[src/common/intc_pkg.sv]
// Constants, field layout and carrier types of the interrupt source mask stage.
// Assumes a 32-bit AXI4-Lite register bus and active-high source request levels.
package intc_pkg;

  // ==========================================================================
  // Register map
  localparam int ADDR_W = 12;
  localparam logic [ADDR_W-1:0] MASK_OFFSET = 12'h000;
  localparam logic [ADDR_W-1:0] STATUS_OFFSET = 12'h004;
  localparam logic [ADDR_W-1:0] TRIGGER_OFFSET = 12'h008;

  // ==========================================================================
  // Field layout and reset values
  localparam logic [31:0] IMPL_BITS = 32'h00FF_3FFF;
  localparam logic [31:0] MASK_RESET = 32'h00FF_3FFF;
  localparam logic [31:0] EDGE_CAPABLE = 32'h000F_0F00;
  localparam logic [31:0] TRIGGER_RESET = 32'h0000_0000;
  localparam int SOURCE_W = 24;

  localparam int EMULATOR_GROUP_MASK_BIT = 23;
  localparam int PERIODIC_RTC_TIMER_MASK_BIT = 22;
  localparam int SERIAL_PERIPH_A_MASK_BIT = 21;
  localparam int EXT_LEVEL5_MASK_BIT = 20;
  localparam int EXT_LEVEL6_MASK_BIT = 19;
  localparam int EXT_REQUEST3_MASK_BIT = 18;
  localparam int EXT_REQUEST2_MASK_BIT = 17;
  localparam int EXT_REQUEST1_MASK_BIT = 16;
  localparam int MODULATOR_B_MASK_BIT = 13;
  localparam int ASYNC_SERIAL_B_MASK_BIT = 12;
  localparam int EXT_LINE3_MASK_BIT = 11;
  localparam int EXT_LINE2_MASK_BIT = 10;
  localparam int EXT_LINE1_MASK_BIT = 9;
  localparam int EXT_LINE0_MASK_BIT = 8;
  localparam int MODULATOR_A_MASK_BIT = 7;
  localparam int KEYPAD_MASK_BIT = 6;
  localparam int TIMER_B_MASK_BIT = 5;
  localparam int TIME_OF_DAY_MASK_BIT = 4;
  localparam int WATCHDOG_MASK_BIT = 3;
  localparam int ASYNC_SERIAL_A_MASK_BIT = 2;
  localparam int TIMER_A_MASK_BIT = 1;
  localparam int SERIAL_PERIPH_B_MASK_BIT = 0;

  // ==========================================================================
  // Bus responses
  localparam logic [1:0] RESP_OKAY = 2'h0;
  localparam logic [1:0] RESP_SLVERR = 2'h2;

  // ==========================================================================
  // Carrier types
  typedef struct packed {
    logic en;
    logic [ADDR_W-1:0] addr;
    logic [31:0] data;
    logic [3:0] strb;
  } reg_wr_t;

  typedef struct packed {
    logic [31:0] data;
    logic err;
  } reg_rd_t;

endpackage : intc_pkg

[src/design/interrupt_mask_ctrl.sv]
// Interrupt source mask stage: mask, pending status and trigger mode registers.
// Assumes active-high, clock-synchronous source requests and an AXI4-Lite master.
//
// Implementation choices: the AXI4-Lite interface to the registers and the register addresses.
`timescale 1ns/1ns
module interrupt_mask_ctrl (
  input wire logic aclk,
  input wire logic aresetn,
  input wire logic [intc_pkg::ADDR_W-1:0] awaddr,
  input wire logic awvalid,
  output logic awready,
  input wire logic [31:0] wdata,
  input wire logic [3:0] wstrb,
  input wire logic wvalid,
  output logic wready,
  output logic [1:0] bresp,
  output logic bvalid,
  input wire logic bready,
  input wire logic [intc_pkg::ADDR_W-1:0] araddr,
  input wire logic arvalid,
  output logic arready,
  output logic [31:0] rdata,
  output logic [1:0] rresp,
  output logic rvalid,
  input wire logic rready,
  input wire logic [intc_pkg::SOURCE_W-1:0] source_req,
  input wire logic emulator_request_pin,
  input wire logic [1:0] ice_breakpoint_req,
  output logic [intc_pkg::SOURCE_W-1:0] core_request,
  output logic irq
);

  // ==========================================================================
  // Decode helpers
  function automatic logic addr_hit(input logic [intc_pkg::ADDR_W-1:0] addr,
                                    input logic [intc_pkg::ADDR_W-1:0] offset);
    addr_hit = (addr[intc_pkg::ADDR_W-1:2] == offset[intc_pkg::ADDR_W-1:2]);
  endfunction : addr_hit

  function automatic logic addr_known(input logic [intc_pkg::ADDR_W-1:0] addr);
    addr_known = addr_hit(addr, intc_pkg::MASK_OFFSET) ||
                 addr_hit(addr, intc_pkg::STATUS_OFFSET) ||
                 addr_hit(addr, intc_pkg::TRIGGER_OFFSET);
  endfunction : addr_known

  // Byte-lane merge of a write into an old value
  function automatic logic [31:0] byte_merge(input logic [31:0] old,
                                             input logic [31:0] data,
                                             input logic [3:0] strb);
    logic [31:0] res;
    res = old;
    for (int b = 0; b < 4; b++) begin
      if (strb[b]) begin
        res[b*8 +: 8] = data[b*8 +: 8];
      end
    end
    byte_merge = res;
  endfunction : byte_merge

  // ==========================================================================
  // State
  typedef struct packed {
    logic [31:0] mask;
    logic [31:0] trigger;
    logic [31:0] edge_pend;
    logic [31:0] src_prev;
    logic [31:0] core_req;
  } ctrl_state_t;

  localparam ctrl_state_t STATE_RESET = '{
    mask: intc_pkg::MASK_RESET,
    trigger: intc_pkg::TRIGGER_RESET,
    edge_pend: 32'h0000_0000,
    src_prev: 32'h0000_0000,
    core_req: 32'h0000_0000
  };

  ctrl_state_t s_r;
  ctrl_state_t s_nxt;
  intc_pkg::reg_wr_t reg_wr;
  intc_pkg::reg_rd_t rd_resp;
  logic [intc_pkg::ADDR_W-1:0] rd_addr;
  logic wr_err;
  logic emu_group_req;
  logic [31:0] src_vec;
  logic [31:0] rise;
  logic [31:0] status_cur;
  logic [31:0] clr;
  logic wr_mask;
  logic wr_status;
  logic wr_trigger;

  // ==========================================================================
  // Bus front end
  axil_reg_port u_port (
    .aclk(aclk),
    .aresetn(aresetn),
    .awaddr(awaddr),
    .awvalid(awvalid),
    .awready(awready),
    .wdata(wdata),
    .wstrb(wstrb),
    .wvalid(wvalid),
    .wready(wready),
    .bresp(bresp),
    .bvalid(bvalid),
    .bready(bready),
    .araddr(araddr),
    .arvalid(arvalid),
    .arready(arready),
    .rdata(rdata),
    .rresp(rresp),
    .rvalid(rvalid),
    .rready(rready),
    .reg_wr(reg_wr),
    .wr_err(wr_err),
    .rd_addr(rd_addr),
    .rd_resp(rd_resp)
  );

  // ==========================================================================
  // Source gathering
  // Emulator pin and both breakpoints share one status and one mask bit
  assign emu_group_req = emulator_request_pin | (|ice_breakpoint_req);
  assign src_vec = {8'h00, emu_group_req, source_req[intc_pkg::SOURCE_W-2:0]}
                   & intc_pkg::IMPL_BITS;

  // Per-source edge detect and pending selection; level sources show raw input
  for (genvar i = 0; i < 32; i++) begin : g_src
    assign rise[i] = src_vec[i] & ~s_r.src_prev[i];
    assign status_cur[i] = (intc_pkg::EDGE_CAPABLE[i] && s_r.trigger[i]) ?
                           s_r.edge_pend[i] : src_vec[i];
  end

  // Register write decode
  assign wr_mask = reg_wr.en && addr_hit(reg_wr.addr, intc_pkg::MASK_OFFSET);
  assign wr_status = reg_wr.en && addr_hit(reg_wr.addr, intc_pkg::STATUS_OFFSET);
  assign wr_trigger = reg_wr.en && addr_hit(reg_wr.addr, intc_pkg::TRIGGER_OFFSET);
  assign wr_err = !addr_known(reg_wr.addr);

  // Writing one clears only edge-mode bits; level bits follow the requester
  assign clr = wr_status ?
               (byte_merge(32'h0000_0000, reg_wr.data, reg_wr.strb) &
                s_r.trigger & intc_pkg::EDGE_CAPABLE) : 32'h0000_0000;

  // ==========================================================================
  // Next state
  always_comb begin
    s_nxt = s_r;
    s_nxt.src_prev = src_vec;
    // A new edge in the clear cycle wins, so no event is lost
    s_nxt.edge_pend = ((s_r.edge_pend & ~clr) | rise) & s_r.trigger &
                      intc_pkg::EDGE_CAPABLE;
    // Reserved mask bits are dropped rather than stored
    if (wr_mask) begin
      s_nxt.mask = byte_merge(s_r.mask, reg_wr.data, reg_wr.strb) &
                   intc_pkg::IMPL_BITS;
    end
    if (wr_trigger) begin
      s_nxt.trigger = byte_merge(s_r.trigger, reg_wr.data, reg_wr.strb) &
                      intc_pkg::EDGE_CAPABLE;
    end
    // Uses the new mask so an unmask reaches the core one edge after the write
    s_nxt.core_req = status_cur & ~s_nxt.mask & intc_pkg::IMPL_BITS;
  end

  // Register the whole control state
  always_ff @(posedge aclk) begin
    if (!aresetn) begin
      s_r <= STATE_RESET;
    end else begin
      s_r <= s_nxt;
    end
  end

  // ==========================================================================
  // Read mux and outputs
  always_comb begin
    rd_resp.err = 1'b0;
    rd_resp.data = 32'h0000_0000;
    if (addr_hit(rd_addr, intc_pkg::MASK_OFFSET)) begin
      rd_resp.data = s_r.mask;
    end else if (addr_hit(rd_addr, intc_pkg::STATUS_OFFSET)) begin
      rd_resp.data = status_cur;
    end else if (addr_hit(rd_addr, intc_pkg::TRIGGER_OFFSET)) begin
      rd_resp.data = s_r.trigger;
    end else begin
      rd_resp.err = 1'b1;
    end
  end

  assign core_request = s_r.core_req[intc_pkg::SOURCE_W-1:0];
  assign irq = |s_r.core_req;
endmodule : interrupt_mask_ctrl

[src/design/axil_reg_port.sv]
// AXI4-Lite slave front end that turns bus transfers into register strobes.
// Assumes the register file answers reads and decode errors combinationally.
`timescale 1ns/1ns
module axil_reg_port (
  input wire logic aclk,
  input wire logic aresetn,
  input wire logic [intc_pkg::ADDR_W-1:0] awaddr,
  input wire logic awvalid,
  output logic awready,
  input wire logic [31:0] wdata,
  input wire logic [3:0] wstrb,
  input wire logic wvalid,
  output logic wready,
  output logic [1:0] bresp,
  output logic bvalid,
  input wire logic bready,
  input wire logic [intc_pkg::ADDR_W-1:0] araddr,
  input wire logic arvalid,
  output logic arready,
  output logic [31:0] rdata,
  output logic [1:0] rresp,
  output logic rvalid,
  input wire logic rready,
  output intc_pkg::reg_wr_t reg_wr,
  input wire logic wr_err,
  output logic [intc_pkg::ADDR_W-1:0] rd_addr,
  input intc_pkg::reg_rd_t rd_resp
);

  // ==========================================================================
  // State
  typedef struct packed {
    logic aw_held;
    logic [intc_pkg::ADDR_W-1:0] aw_addr;
    logic w_held;
    logic [31:0] w_data;
    logic [3:0] w_strb;
    logic bvalid;
    logic [1:0] bresp;
    logic rvalid;
    logic [31:0] rdata;
    logic [1:0] rresp;
  } port_state_t;

  port_state_t s_r;
  port_state_t s_nxt;

  // Address and data are parked separately so either may arrive first
  always_comb begin
    s_nxt = s_r;
    reg_wr = '0;
    if (awvalid && !s_r.aw_held) begin
      s_nxt.aw_held = 1'b1;
      s_nxt.aw_addr = awaddr;
    end
    if (wvalid && !s_r.w_held) begin
      s_nxt.w_held = 1'b1;
      s_nxt.w_data = wdata;
      s_nxt.w_strb = wstrb;
    end
    // Write waits for a pending response to drain, so at most one is open
    if (s_r.aw_held && s_r.w_held && !s_r.bvalid) begin
      reg_wr.en = 1'b1;
      reg_wr.addr = s_r.aw_addr;
      reg_wr.data = s_r.w_data;
      reg_wr.strb = s_r.w_strb;
      s_nxt.aw_held = 1'b0;
      s_nxt.w_held = 1'b0;
      s_nxt.bvalid = 1'b1;
      s_nxt.bresp = wr_err ? intc_pkg::RESP_SLVERR : intc_pkg::RESP_OKAY;
    end
    if (s_r.bvalid && bready) begin
      s_nxt.bvalid = 1'b0;
    end
    // Read data is captured at the address handshake, no extra wait state
    if (arvalid && !s_r.rvalid) begin
      s_nxt.rvalid = 1'b1;
      s_nxt.rdata = rd_resp.data;
      s_nxt.rresp = rd_resp.err ? intc_pkg::RESP_SLVERR : intc_pkg::RESP_OKAY;
    end
    if (s_r.rvalid && rready) begin
      s_nxt.rvalid = 1'b0;
    end
  end

  // Register the whole port state
  always_ff @(posedge aclk) begin
    if (!aresetn) begin
      s_r <= '0;
    end else begin
      s_r <= s_nxt;
    end
  end

  // Bus outputs
  assign awready = !s_r.aw_held;
  assign wready = !s_r.w_held;
  assign bvalid = s_r.bvalid;
  assign bresp = s_r.bresp;
  assign arready = !s_r.rvalid;
  assign rvalid = s_r.rvalid;
  assign rdata = s_r.rdata;
  assign rresp = s_r.rresp;
  assign rd_addr = araddr;

endmodule : axil_reg_port

[config.mk]
export PLATFORM = sky130hd
export DESIGN_NAME = interrupt_mask_ctrl
export DESIGN_NICKNAME = d
export VERILOG_FILES = /design/src/common/intc_pkg.sv /design/src/design/interrupt_mask_ctrl.sv /design/src/design/axil_reg_port.sv
export SDC_FILE = /design/constraint.sdc
export NUM_CORES = 1
export LEC_CHECK = 0
export ABC_AREA = 1
export BUFFER_PORTS_ARGS = -buffer_cell sky130_fd_sc_hd__buf_2
export CAP_MARGIN = 20
export CELL_PAD_IN_SITES_DETAIL_PLACEMENT = 1
export CELL_PAD_IN_SITES_GLOBAL_PLACEMENT = 2
export CORE_ASPECT_RATIO = 2
export CORE_MARGIN = 5
export CORE_UTILIZATION = 25
export DETAILED_ROUTE_END_ITERATION = 6
export GPL_TIMING_DRIVEN = 0
export PLACE_DENSITY = 0.77
export SLEW_MARGIN = 0
export SYNTH_ARGS = -nofsm -noshare
export SYNTH_HDL_FRONTEND = slang
export SYNTH_SLANG_ARGS = --single-unit
[constraint.sdc]
create_clock -name aclk -period 1.7 [get_ports aclk]
set_input_delay 0 -clock aclk [delete_from_list [all_inputs] [get_ports aclk]]
set_output_delay 0 -clock aclk [all_outputs]
set_load 0.1 [all_outputs]
=== Word-level counts from Yosys, hierarchy flattened ===
Cells that the tools add are included.

* Register bits: 190
* Latch bits: 0
* RAM bits: 0
* ROM bits: 0
* Bits of input ports: 94
* Output and inout bits: 66
* Logic and storage cells: 116
* Memories kept: 0

* $add $sub $neg: 0
* Multipliers: 0
* Div/mod/pow operators: 0
* $lt $le $gt $ge: 0
* Equality and inequality tests: 4
* Shift-type cells: 0
* Mux-type cells: 25
* Bitwise gates (word level): 45
* Reduce and logical (&&, ||, !) cells: 25

{| class="wikitable"
|+ Operators with widths
! operator !! count
|-
| 32-bit 2-to-1 mux || 2
|-
| 20-bit AND || 3
|-
| 49-bit 2-to-1 mux || 1
|-
| 20-bit 2-to-1 mux || 2
|-
| 8-bit 2-to-1 mux || 4
|-
| 32-bit OR reduction || 1
|-
| 24-bit AND || 1
|-
| 24-bit 2-to-1 mux || 1
|-
| 24-bit inverter || 1
|-
| 10-bit by 1-bit equality test with 1-bit output (second input constant) || 2
|-
| 10-bit by 2-bit equality test with 1-bit output (second input constant) || 2
|-
| 10-bit zero test || 2
|-
| 20-bit inverter || 1
|-
| 20-bit bitwise OR || 1
|-
| 1-bit inverter || 19
|-
| 1-bit AND || 18
|-
| 1-bit 2-to-1 mux || 11
|-
| 1-bit logical AND || 10
|-
| 2-bit OR reduction || 4
|-
| 6-bit 2-to-1 mux || 1
|-
| 1-bit zero test || 4
|-
| 2-bit 2-to-1 mux || 2
|-
| 4-bit 2-to-1 mux || 1
|-
| 2-bit AND reduction || 2
|-
| other kinds (2) || 3
|}

=== Longest topological paths before layout ===
Gate-level depths: netlist of run 1.

* Word-level depth: 10
* Depth in mapped cells: 10
* Mapped depth without buffers: 9

=== Hierarchy ===
A second synthesis of run 1 with hierarchy kept.

* Cell total of the unflattened synthesis: 1,046
* Area total of the unflattened synthesis: 7,572.3 um^2

{| class="wikitable"
|+ By module, submodules not included
! module !! times used !! cells each !! area each (um^2) !! sequential area each (um^2)
|-
| interrupt_mask_ctrl || 1 || 518 || 3,793.6 || 1,401.3
|-
| axil_reg_port || 1 || 528 || 3,778.6 || 1,721.7
|}

=== Least setup slack after synthesis of run 1 ===
No wires, ideal clock.

* Path kind: reg-to-reg
* Start: register u_port.s_r (netlist bit u_port.rvalid)
* End: register u_port.s_r (netlist bit u_port.rdata[12])
* Setup time: 0.109 ns
* Arrival time: 2.703 ns
* Required time: 1.591 ns
* Setup slack: -1.112 ns
* Stages on the path, launching flop included: 9
* Buffers on the path: 1
* Period minus slack after synthesis: 2.812 ns
* Path through: dfxtp_1 inv_1 nand2_1 clkinv_1 clkbuf_1 nor2_1 nor2_1 nand2_1 inv_1

* Longest elaborated chain between the ends: 2

{| class="wikitable"
|+ RTL lines
! element !! RTL line !! RTL
|-
| from (decl) || axil_reg_port.sv:45 || <nowiki>port_state_t s_r;</nowiki>
|-
| from (signal assigned) || axil_reg_port.sv:91 || <nowiki>s_r <= s_nxt;</nowiki>
|-
| 1-bit zero test || - ||
|-
| net arready || interrupt_mask_ctrl.sv:21 || <nowiki>output logic arready,</nowiki>
|-
| 1-bit logical AND || axil_reg_port.sv:76 || <nowiki>if (arvalid && !s_r.rvalid) begin</nowiki>
|}

The timed path passes the listed nets, and every way through them passes these cells.
A chain may end at the register's enable or synchronous reset.

=== Worst setup path in the final report of run 1 ===
* Start: register u_port.s_r[74] (netlist name)
* End: register u_port.s_r[63] (netlist name)

* Longest elaborated chain between the ends: 2

{| class="wikitable"
|+ RTL lines
! element !! RTL line !! RTL
|-
| 1-bit zero test || axil_reg_port.sv:56 || <nowiki>if (wvalid && !s_r.w_held) begin</nowiki>
|-
| 1-bit logical AND || axil_reg_port.sv:56 ||
|}

Every way passes these cells.

==> impl_metrics.tcl, run 1 <==
set metrics [dict create \
    clock_sinks 135 \
    fin_ws_ps 47.33 \
    grt_pass1_wl_mm 32.46 \
    worstSkewPairLatency_ps 430 \
    pwr-share-comb_pct 15.3 \
    power_density_mw_per_mm2 979.8 \
    drcViolationCount 0 \
    setup_violations 0 \
    totalWireLength_mm 20.36 \
    cp_max_fo 10 \
    reg2reg_slack_ps 50 \
    crit_buf_inv 2 \
    dp_slack_ps -220.5 \
    drtAntennaViolNets 0 \
    drv_cap 0 \
    synth_area_leader_cell "dfxtp_1" \
    grt-ovfl-total 0 \
    grt_pass1_vias 6244 \
    max_stage_delay_ps 360 \
    peakVddDrop_mv 0.4929 \
    die_area_mm2 0.02693 \
    die_h_um 227.1 \
    num_rows 79 \
    cts_buffers 17 \
    crit_required_ps 2010 \
    seq_power_share_pct 41.4 \
    gr-usage-all-layers_pct 15.40 \
    clock.fmax_mhz 605.1 \
    cts_tree "built" \
    crit_family "simple AND/OR/NAND/NOR gates" \
    p_total_mw 8.108 \
    drtIter0Drc 282 \
    cts_htree_levels 4 \
    nFillCells 2891 \
    hold_end "u_port.rdata[0]" \
    fin_crit_sh_pct 97.22 \
    clk_pin_slew_ps 60 \
    fin_tns_setup_ps 0 \
    via_per_inst 4.361 \
    end_kind "flip-flop" \
    initial_core_util_pct 25.37 \
    antenna_found_initial 0 \
    critPathKind "reg -> reg" \
    worst_path_most_repeated_cell "nor2_1" \
    syn_area_per_cell_um2 7.222 \
    seq_area_frac_synth_pct 45.86 \
    die_w_um 118.6 \
    clockBufferDepth 2 \
    final_core_util_pct 35.63 \
    dr.pass1.iters 4 \
    hold_viol 0 \
    design.core.area_mm2 0.02323 \
    arrival_ps 1960 \
    antenna_cells 0 \
    hold_class "in -> reg" \
    yosysWarnings 0 \
    tightest_slew_ps 653.2 \
    num_io_pins 160 \
    rsz0062_at_grt "yes" \
    port_buffers 128 \
    hold_slack_ps 74.76 \
    synth_cell_types 27 \
    vias 5848 \
    p_leak_nw 4.137 \
    cp_cell_sequence "nor2_2, inv_1, clkbuf_1, nor2_1, nor2_1" \
    p_switching_mw 2.356 \
    place.gp.congestion 0.7919 \
    avgRoutedWirePerCell_um 15.18 \
    synth_top_area_share_pct 45.86 \
    area_growth_syn_to_layout_pct 40.42 \
    hpwl_mm 16.05 \
    drive_above_1_share_pct 25.61 \
    syn_inst 816 \
    fin_skew_ps 7.621 \
    slew_viol_final 0 \
    relSlewSlack_pct 56.45 \
    min-delay-start "araddr[2]" \
    rr_startpoint "u_port.s_r[74]" \
    whs_path_depth 6 \
    final_nets 1139 \
    syn_area_mm2 0.005893 \
    startpoint_type "flip-flop" \
    async_flop_share_pct 0 \
    p_int_mw 5.752 \
    worst-r2r-cell-count 5 \
    yosys_register_bits 135 \
    synthFlopType "dfxtp_1" \
    synth.area.top_cells "dfxtp_1 (46%), nand2_1 (8.6%), nor2_1 (8.4%), buf_4 (7.6%), inv_1 (6.4%)" \
    switching_share_pct 29.06 \
    synth-edff-count 0 \
    status "completed" \
    root_buffer "clkbuf_16" \
    cpMaxStageDelayCell "dfxtp_1" \
    grt_max_degree 17 \
    clkPwrFrac_pct 43.3 \
    period_minus_slack_ps 1653 \
    worstReg2RegEnd "u_port.s_r[63]" \
]
[per-layer routing]
| metal | vias to the layer above | GRT usage, % | wire length [um] |
|---|---|---|---|
| met5 | - | 0 | 0 |
| met4 | 0 | 6.701 | 629 |
| met3 | 35 | 3.431 | 870 |
| met2 | 141 | 30.52 | 11390 |
| met1 | 2688 | 14.92 | 7472 |
| li1 | 2984 | - | - |
[flip-flops by register name (all words and copies together), names as in the netlist]
signal / cells
s_r: 48
u_port.rresp: 1
u_port.rdata: 24
core_request: 22
u_port.rvalid: 1
u_port.s_r: 37
u_port.bvalid: 1
u_port.bresp: 1
[worst register-to-register path, cell delays in order (launching register included)]
cell and delay (ps):
dfxtp_1 360, nor2_2 340, inv_1 240, clkbuf_1 270, nor2_1 250, nor2_1 80
[area by class of cell]
class / instances / area [um^2] / area share, %
Timing Repair Buffer: 200 / 1348 / 16.28
Clock buffer: 21 / 460.4 / 5.564
Inverter: 104 / 404.1 / 4.884
Tap cell: 283 / 354.1 / 4.279
Buffer: 90 / 601.8 / 7.272
Clock inverter: 11 / 100.1 / 1.210
Sequential cell: 135 / 2708 / 32.72
Multi-Input combinational cell: 497 / 2300 / 27.79
[cells in the mapped netlist (2+ instances only)]
master,number
dfxtp_1,135
nand2_1,135
nor2_1,132
inv_1,100
o21ai_0,62
buf_4,60
nand3_1,57
nand4_1,36
a21oi_1,33
clkbuf_1,20
buf_2,9
o211ai_1,9
or2_2,8
clkinv_1,3
nor4_1,3
nor2_2,2
nor2_4,2
[power by group through the flow]
| stage | registers (mW) | logic (mW) | clock network [mW] |
|---|---|---|---|
| 2_1_floorplan | 3.42 | 0.811 | 0 |
| 3_3_place_gp | 3.41 | 1.11 | 0 |
| 3_5_place_dp | 3.42 | 1.12 | 0 |
| 4_1_cts | 3.35 | 1.24 | 3.59 |
| 5_1_grt | 3.37 | 1.35 | 3.70 |
| 6_report | 3.35 | 1.24 | 3.51 |
[worst max-delay path by stage]
stage               slack [ps]               end  cells past startpoint            from
floorplan                 -230  u_port.rdata[10]                      8   u_port.rvalid
global placement          -190  core_request[19]                      7  u_port.s_r[85]
detailed placement        -220  core_request[17]                      7  u_port.s_r[85]
CTS                       0.03  core_request[12]                      8  u_port.s_r[85]
global route              -110    u_port.s_r[63]                      5  u_port.s_r[74]
finish                      50    u_port.s_r[63]                      5  u_port.s_r[74]
[placed cells by master, fill, tap and decap left out, types with 2 or more instances in the layout]
| master | Yosys | final |
|---|---|---|
| clkinv_1 | 3 | 2 |
| clkinv_2 | 1 | 4 |
| clkbuf_4 | 0 | 2 |
| nor2_2 | 2 | 6 |
| o211ai_1 | 9 | 9 |
| clkbuf_8 | 0 | 3 |
| clkbuf_1 | 20 | 18 |
| o21ai_0 | 62 | 62 |
| clkbuf_16 | 0 | 17 |
| nand3_1 | 57 | 56 |
| nand2_1 | 135 | 132 |
| nand4_1 | 36 | 36 |
| buf_6 | 1 | 2 |
| buf_4 | 60 | 69 |
| clkinvlp_4 | 0 | 7 |
| dlygate4sd3_1 | 0 | 64 |
| dfxtp_1 | 135 | 133 |
| nor2_4 | 2 | 3 |
| a21oi_1 | 33 | 33 |
| or2_2 | 8 | 8 |
| nand2_2 | 1 | 3 |
| nor2_1 | 132 | 127 |
| conb_1 | 1 | 12 |
| nand3_2 | 1 | 2 |
| clkinv_4 | 0 | 2 |
| inv_1 | 100 | 98 |
| buf_2 | 9 | 135 |
| nor4_1 | 3 | 2 |
[per-stage QoR]
step           cell area [um^2]  std cells
6_report                   8275       1341
2_1_floorplan              5976        827
5_1_grt                    8275       1341
3_3_place_gp               6970       1238
4_1_cts                    8217       1339
3_5_place_dp               6970       1238
[cell families (layout without fill, tap and decap cells)]
kind of cell,after synthesis,in the layout,share of synthesized area (%)
DFF,135,135,45.86
and+or+nand+nor,379,379,28.07
other,1,12,0.06363
buffers and inverters,195,426,16.58
AOI/OAI and AO/OA,106,106,9.427
[timing repair]
action,CTS,global route
pin swaps,4,2
resized for setup,2,13
endpoints found under the setup margin,77,65
setup buffers,5,3
hold buffers,64,0
endpoints found under the hold margin,91,0
Note: power is estimated with default switching activity, not from simulation.
==> inputs of run 2 (changes only) <==
--- a/config.mk
+++ b/config.mk
@@ -10,7 +10,7 @@
 export CAP_MARGIN = 20
 export CELL_PAD_IN_SITES_DETAIL_PLACEMENT = 1
 export CELL_PAD_IN_SITES_GLOBAL_PLACEMENT = 2
-export CORE_ASPECT_RATIO = 2
+export CORE_ASPECT_RATIO = 1.1
 export CORE_MARGIN = 5
 export CORE_UTILIZATION = 25
 export DETAILED_ROUTE_END_ITERATION = 6
==> impl_metrics.tcl, run 2 (synthesized netlist as in run 1, its figures left out) <==
set metrics [dict create \
    cts_htree_levels 4 \
    cpMaxStageDelayCell "dfxtp_1" \
    gr-usage-all-layers_pct 14.91 \
    dr.pass1.iters 4 \
    cts_buffers 17 \
    peakVddDrop_mv 0.7015 \
    grt-ovfl-total 0 \
    num_rows 59 \
    mostFrequentLayoutCells "buf_2 (135), nand2_1 (134), dfxtp_1 (133), nor2_1 (128), inv_1 (99)" \
    die_w_um 156.4 \
    area_growth_syn_to_layout_pct 41.72 \
    grt_pass1_vias 5973 \
    startpoint_type "flip-flop" \
    port_buffers 128 \
    hold_class "in -> reg" \
    grt_pass1_wl_mm 31.28 \
    p_total_mw 8.320 \
    initial_core_util_pct 25.10 \
    final_cells 1362 \
    status "completed" \
    p_leak_nw 4.183 \
    root_buffer "clkbuf_16" \
    grt_max_degree 17 \
    clock_sinks 135 \
    place.gp.congestion 0.8000 \
    antenna_found_initial 0 \
    hold_viol 0 \
    design.core.area_mm2 0.02348 \
    clk_pin_slew_ps 70 \
    drcViolationCount 0 \
    crit_buf_inv 1 \
    power_density_mw_per_mm2 996.2 \
    vias 5718 \
    dp_slack_ps -174.1 \
    fin_ws_ps 54.41 \
    slew_viol_final 0 \
    cp_cell_sequence "nor4_2, nand2_1, nor2_2, nand3_2, buf_12" \
    period_minus_slack_ps 1646 \
    die_area_mm2 0.02675 \
    crit_required_ps 1700 \
    clock.fmax_mhz 607.7 \
    via_per_inst 4.198 \
    worstSkewPairLatency_ps 420 \
    fin_skew_ps 9.909 \
    end_kind "output port" \
    final_nets 1138 \
    final_core_util_pct 35.58 \
    num_io_pins 160 \
    arrival_ps 1650 \
    drv_cap 0 \
    max_stage_delay_ps 340 \
    hpwl_mm 15.34 \
    critPathKind "reg -> out" \
    fin_crit_sh_pct 96.80 \
    totalWireLength_mm 19.68 \
    crit_family "simple AND/OR/NAND/NOR gates" \
    dp.cells 1260 \
    rsz0062_at_grt "yes" \
    mostFrequentLayoutCell "buf_2" \
    clockBufferDepth 2 \
    drtIter0Drc 233 \
    cp_max_fo 2 \
    drtAntennaViolNets 0 \
    largest-register "s_r" \
    largest_reg_flops 48 \
    tightest_slew_ps 614.7 \
    drive_above_1_share_pct 25.26 \
    die_h_um 171.0 \
    antenna_cells 0 \
    relSlewSlack_pct 59.02 \
    avgRoutedWirePerCell_um 14.45 \
    setup_violations 0 \
    cts_tree "built" \
]
-- run 2: cell types whose count changed in the layout (fill, tap and decap cells not counted), sizes merged --
cell and delta:
buf -4, bufinv +1, clkbuf -1, clkinv +1
clkinvlp -3, dlygate4sd3 +2, inv +3
-- run 2: metal layers --
| metal | track usage [%] | up-vias | part of all wire [%] |
|---|---|---|---|
| met5 | 0 | - | 0 |
| met4 | 4.943 | 0 | 1.6 |
| met3 | 2.353 | 23 | 4.3 |
| met2 | 25.21 | 113 | 48 |
| met1 | 19.43 | 2598 | 46 |
| li1 | - | 2984 | - |
-- run 2: path summary, 6_finish.rpt --
| path | start | to | slack (ps) | cells past startpoint |
|---|---|---|---|---|
| max | core_request[10] | irq | 50 | 5 |
| min | araddr[2] | u_port.rdata[0] | 50 | 6 |
| max reg2reg | u_port.s_r[74] | core_request[17] | 100 | 6 |
| min reg2reg | s_r[142] | s_r[142] | 460 | 2 |
-- run 2: what timing repair did --
action	in CTS	in global routing
gates resized for setup	6	12
setup buffers	3	1
pin swaps	2	3
endpoints found under the setup margin	55	30
hold endpoints to repair	90	0
hold buffers	66	0
-- run 2: worst reg2reg max path, stage by stage, from the launching register on --
cell,delay (ps)
dfxtp_1,450
nand3_2,170
inv_1,250
nand2_1,230
nand4_1,180
nand3_1,100
nor2_1,150
-- run 2: metrics by stage --
step           setup TNS, ps  hold WS (ps)  instance area (um^2)
5_1_grt               -54.08         95.77                  8352
2_1_floorplan          -5582         93.45                  5976
3_3_place_gp           -2269         198.3                  6998
6_report                   0         47.53                  8352
3_5_place_dp           -2845         202.5                  6998
4_1_cts                    0         37.51                  8310
-- run 2: area by class of cell --
cell class / instances / area (um^2)
Clock buffer: 19 / 454.2
Clock inverter: 13 / 145.1
Inverter: 104 / 400.4
Multi-Input combinational cell: 497 / 2308
Tap cell: 305 / 381.6
Fill cell: 2946 / 15120
Timing Repair Buffer: 198 / 1346
Sequential cell: 135 / 2708
Buffer: 91 / 608.1
-- run 2: report_power, final --
| group | switching [mW] | internal [mW] |
|---|---|---|
| Sequential | 0.0664 | 3.28 |
| Combinational | 0.848 | 0.385 |
| Clock | 1.48 | 2.26 |
| Total | 2.39 | 5.93 |
==> inputs of run 3 (changes only) <==
--- a/config.mk
+++ b/config.mk
@@ -6,7 +6,6 @@
 export NUM_CORES = 1
 export LEC_CHECK = 0
 export ABC_AREA = 1
-export BUFFER_PORTS_ARGS = -buffer_cell sky130_fd_sc_hd__buf_2
 export CAP_MARGIN = 20
 export CELL_PAD_IN_SITES_DETAIL_PLACEMENT = 1
 export CELL_PAD_IN_SITES_GLOBAL_PLACEMENT = 2
@@ -14,8 +13,11 @@
 export CORE_MARGIN = 5
 export CORE_UTILIZATION = 25
 export DETAILED_ROUTE_END_ITERATION = 6
+export DONT_BUFFER_PORTS = 1
 export GPL_TIMING_DRIVEN = 0
-export PLACE_DENSITY = 0.77
+export HOLD_SLACK_MARGIN = 0.06
+export PLACE_DENSITY = 0.66
+export SKIP_LAST_GASP = 1
 export SLEW_MARGIN = 0
 export SYNTH_ARGS = -nofsm -noshare
 export SYNTH_HDL_FRONTEND = slang
==> impl_metrics.tcl, run 3 (synthesized netlist as in run 1, its figures left out) <==
set metrics [dict create \
    antenna_cells 0 \
    drive_above_1_share_pct 20.34 \
    grt_pass1_wl_mm 30.57 \
    fin_ws_ps -302.2 \
    seq_power_share_pct 40.5 \
    root_buffer "clkbuf_16" \
    grt_pass1_vias 5570 \
    critPathKind "reg -> reg" \
    cp_max_fo 6 \
    pwr-share-comb_pct 14.0 \
    clock_sinks 135 \
    crit_buf_inv 4 \
    clockBufferDepth 2 \
    tightest_slew_ps 873.4 \
    place.gp.congestion 0.7758 \
    peakVddDrop_mv 0.6947 \
    totalWireLength_mm 19.74 \
    crit_required_ps 1980 \
    p_switching_mw 2.415 \
    power_density_mw_per_mm2 1049 \
    cpMaxStageDelayCell "clkinvlp_4" \
    crit_family "buffers and inverters" \
    clkPwrFrac_pct 45.5 \
    grt_max_degree 17 \
    violations "negative setup slack" \
    p_int_mw 5.933 \
    startpoint_type "flip-flop" \
    antenna_found_initial 0 \
    dp.cells 1132 \
    design.core.area_mm2 0.02348 \
    fin_skew_ps 8.467 \
    reg2reg_slack_ps -300 \
    cts_buffers 17 \
    cts_htree_levels 4 \
    largest-register "s_r" \
    drcViolationCount 0 \
    final_cells 1239 \
    relSlewSlack_pct 41.71 \
    period_minus_slack_ps 2002 \
    fin_tns_setup_ps -7235 \
    fin_crit_sh_pct 117.8 \
    clock.fmax_mhz 499.5 \
    dr.pass1.iters 4 \
    rsz0062_at_grt "yes" \
    whs_path_depth 6 \
    port_buffers 0 \
    p_total_mw 8.348 \
    p_leak_nw 3.677 \
    drv_cap 0 \
    switching_share_pct 28.93 \
    die_w_um 156.4 \
    drtAntennaViolNets 0 \
    drtIter0Drc 194 \
    gr-usage-all-layers_pct 14.84 \
    cts_tree "built" \
    num_rows 59 \
    via_per_inst 4.312 \
    die_area_mm2 0.02675 \
    grt-ovfl-total 0 \
    die_h_um 171.0 \
    cp_cell_sequence "clkinvlp_4, nand2_8, clkinv_8, clkbuf_16, nand2_4, inv_2, nand2_1, a21oi_1" \
    vias 5343 \
    mostFrequentLayoutCells "dfxtp_1 (131), nand2_1 (120), nor2_1 (119), inv_1 (92), buf_4 (71)" \
    initial_core_util_pct 25.10 \
    hpwl_mm 15.19 \
    final_core_util_pct 33.91 \
    area_growth_syn_to_layout_pct 35.07 \
    num_io_pins 160 \
    path_depth 8 \
    slew_viol_final 0 \
    end_kind "flip-flop" \
    mostFrequentLayoutCell "dfxtp_1" \
    avgRoutedWirePerCell_um 15.93 \
    status "finished with violations" \
    setup_violations 26 \
    worst-r2r-cell-count 8 \
    max_stage_delay_ps 580 \
    arrival_ps 2280 \
    final_nets 1015 \
    hold_viol 0 \
    clk_pin_slew_ps 60 \
    worstSkewPairLatency_ps 430 \
    largest_reg_flops 48 \
    hold_class "in -> reg" \
]
==> run 3: changes by cell type in the layout (fill, tap and decap cells not counted), moves of 7 or more <==
cell     change
buf_2      -127
nand2_2     +11
nand2_1     -14
nor2_1       -9
inv_1        -7
==> run 3: stage by stage <==
step	setup WS, ps	hold WS (ps)	area (um^2)
3_5_place_dp	-465.1	99.59	6357
6_report	-302.2	81.11	7960
2_1_floorplan	-229.8	93.45	5976
3_3_place_gp	-453.6	96.80	6357
4_1_cts	-301.3	67.42	7751
5_1_grt	-383.2	113.8	7960
==> run 3: layout make-up <==
| class | count | area (um^2) |
|---|---|---|
| buffer | 90 | 624.3 |
| multi-input combinational | 497 | 2476 |
| clock buffer | 17 | 425.4 |
| inverter | 104 | 414.1 |
| fill | 2865 | 15510 |
| tap | 305 | 381.6 |
| sequential | 135 | 2713 |
| clock inverter | 15 | 175.2 |
| timing repair buffer | 76 | 750.7 |
==> run 3: worst paths after layout <==
kind,start,end
max,u_port.rvalid,u_port.rdata[10]
min,araddr[2],u_port.rdata[0]
max reg2reg,u_port.rvalid,u_port.rdata[10]
min reg2reg,u_port.s_r[51],u_port.s_r[51]
==> run 3: timing repair <==
action / 4_1_cts / 5_1_grt
setup buffers: 7 / 3
cloned: 0 / 1
resized for setup: 21 / 58
pin swaps: 3 / 21
hold endpoints to repair: 102 / 0
endpoints found under the setup margin: 115 / 75
hold buffers: 65 / 0
==> run 3: power by group through the flow <==
stage | Combinational (mW) | Sequential, mW | Clock, mW
finish | 1.17 | 3.38 | 3.80
global route | 1.27 | 3.40 | 4.03
CTS | 1.13 | 3.37 | 3.90
detailed placement | 0.963 | 3.44 | 0
global placement | 0.963 | 3.44 | 0
floorplan | 0.811 | 3.42 | 0
==> run 3: per-layer routing <==
layer | up-vias | track usage [%] | routed length, um
met4 | 0 | 4.415 | 286
met3 | 21 | 4.048 | 1067
met5 | - | 0 | 0
met2 | 113 | 23.45 | 8987
li1 | 2739 | - | -
met1 | 2470 | 19.83 | 9401
==> run 3: worst register-to-register path, stage by stage, from the launching register on <==
cell	delay, ps
dfxtp_4	550
clkinvlp_4	580
nand2_8	280
clkinv_8	90
clkbuf_16	170
nand2_4	60
inv_2	30
nand2_1	50
a21oi_1	60
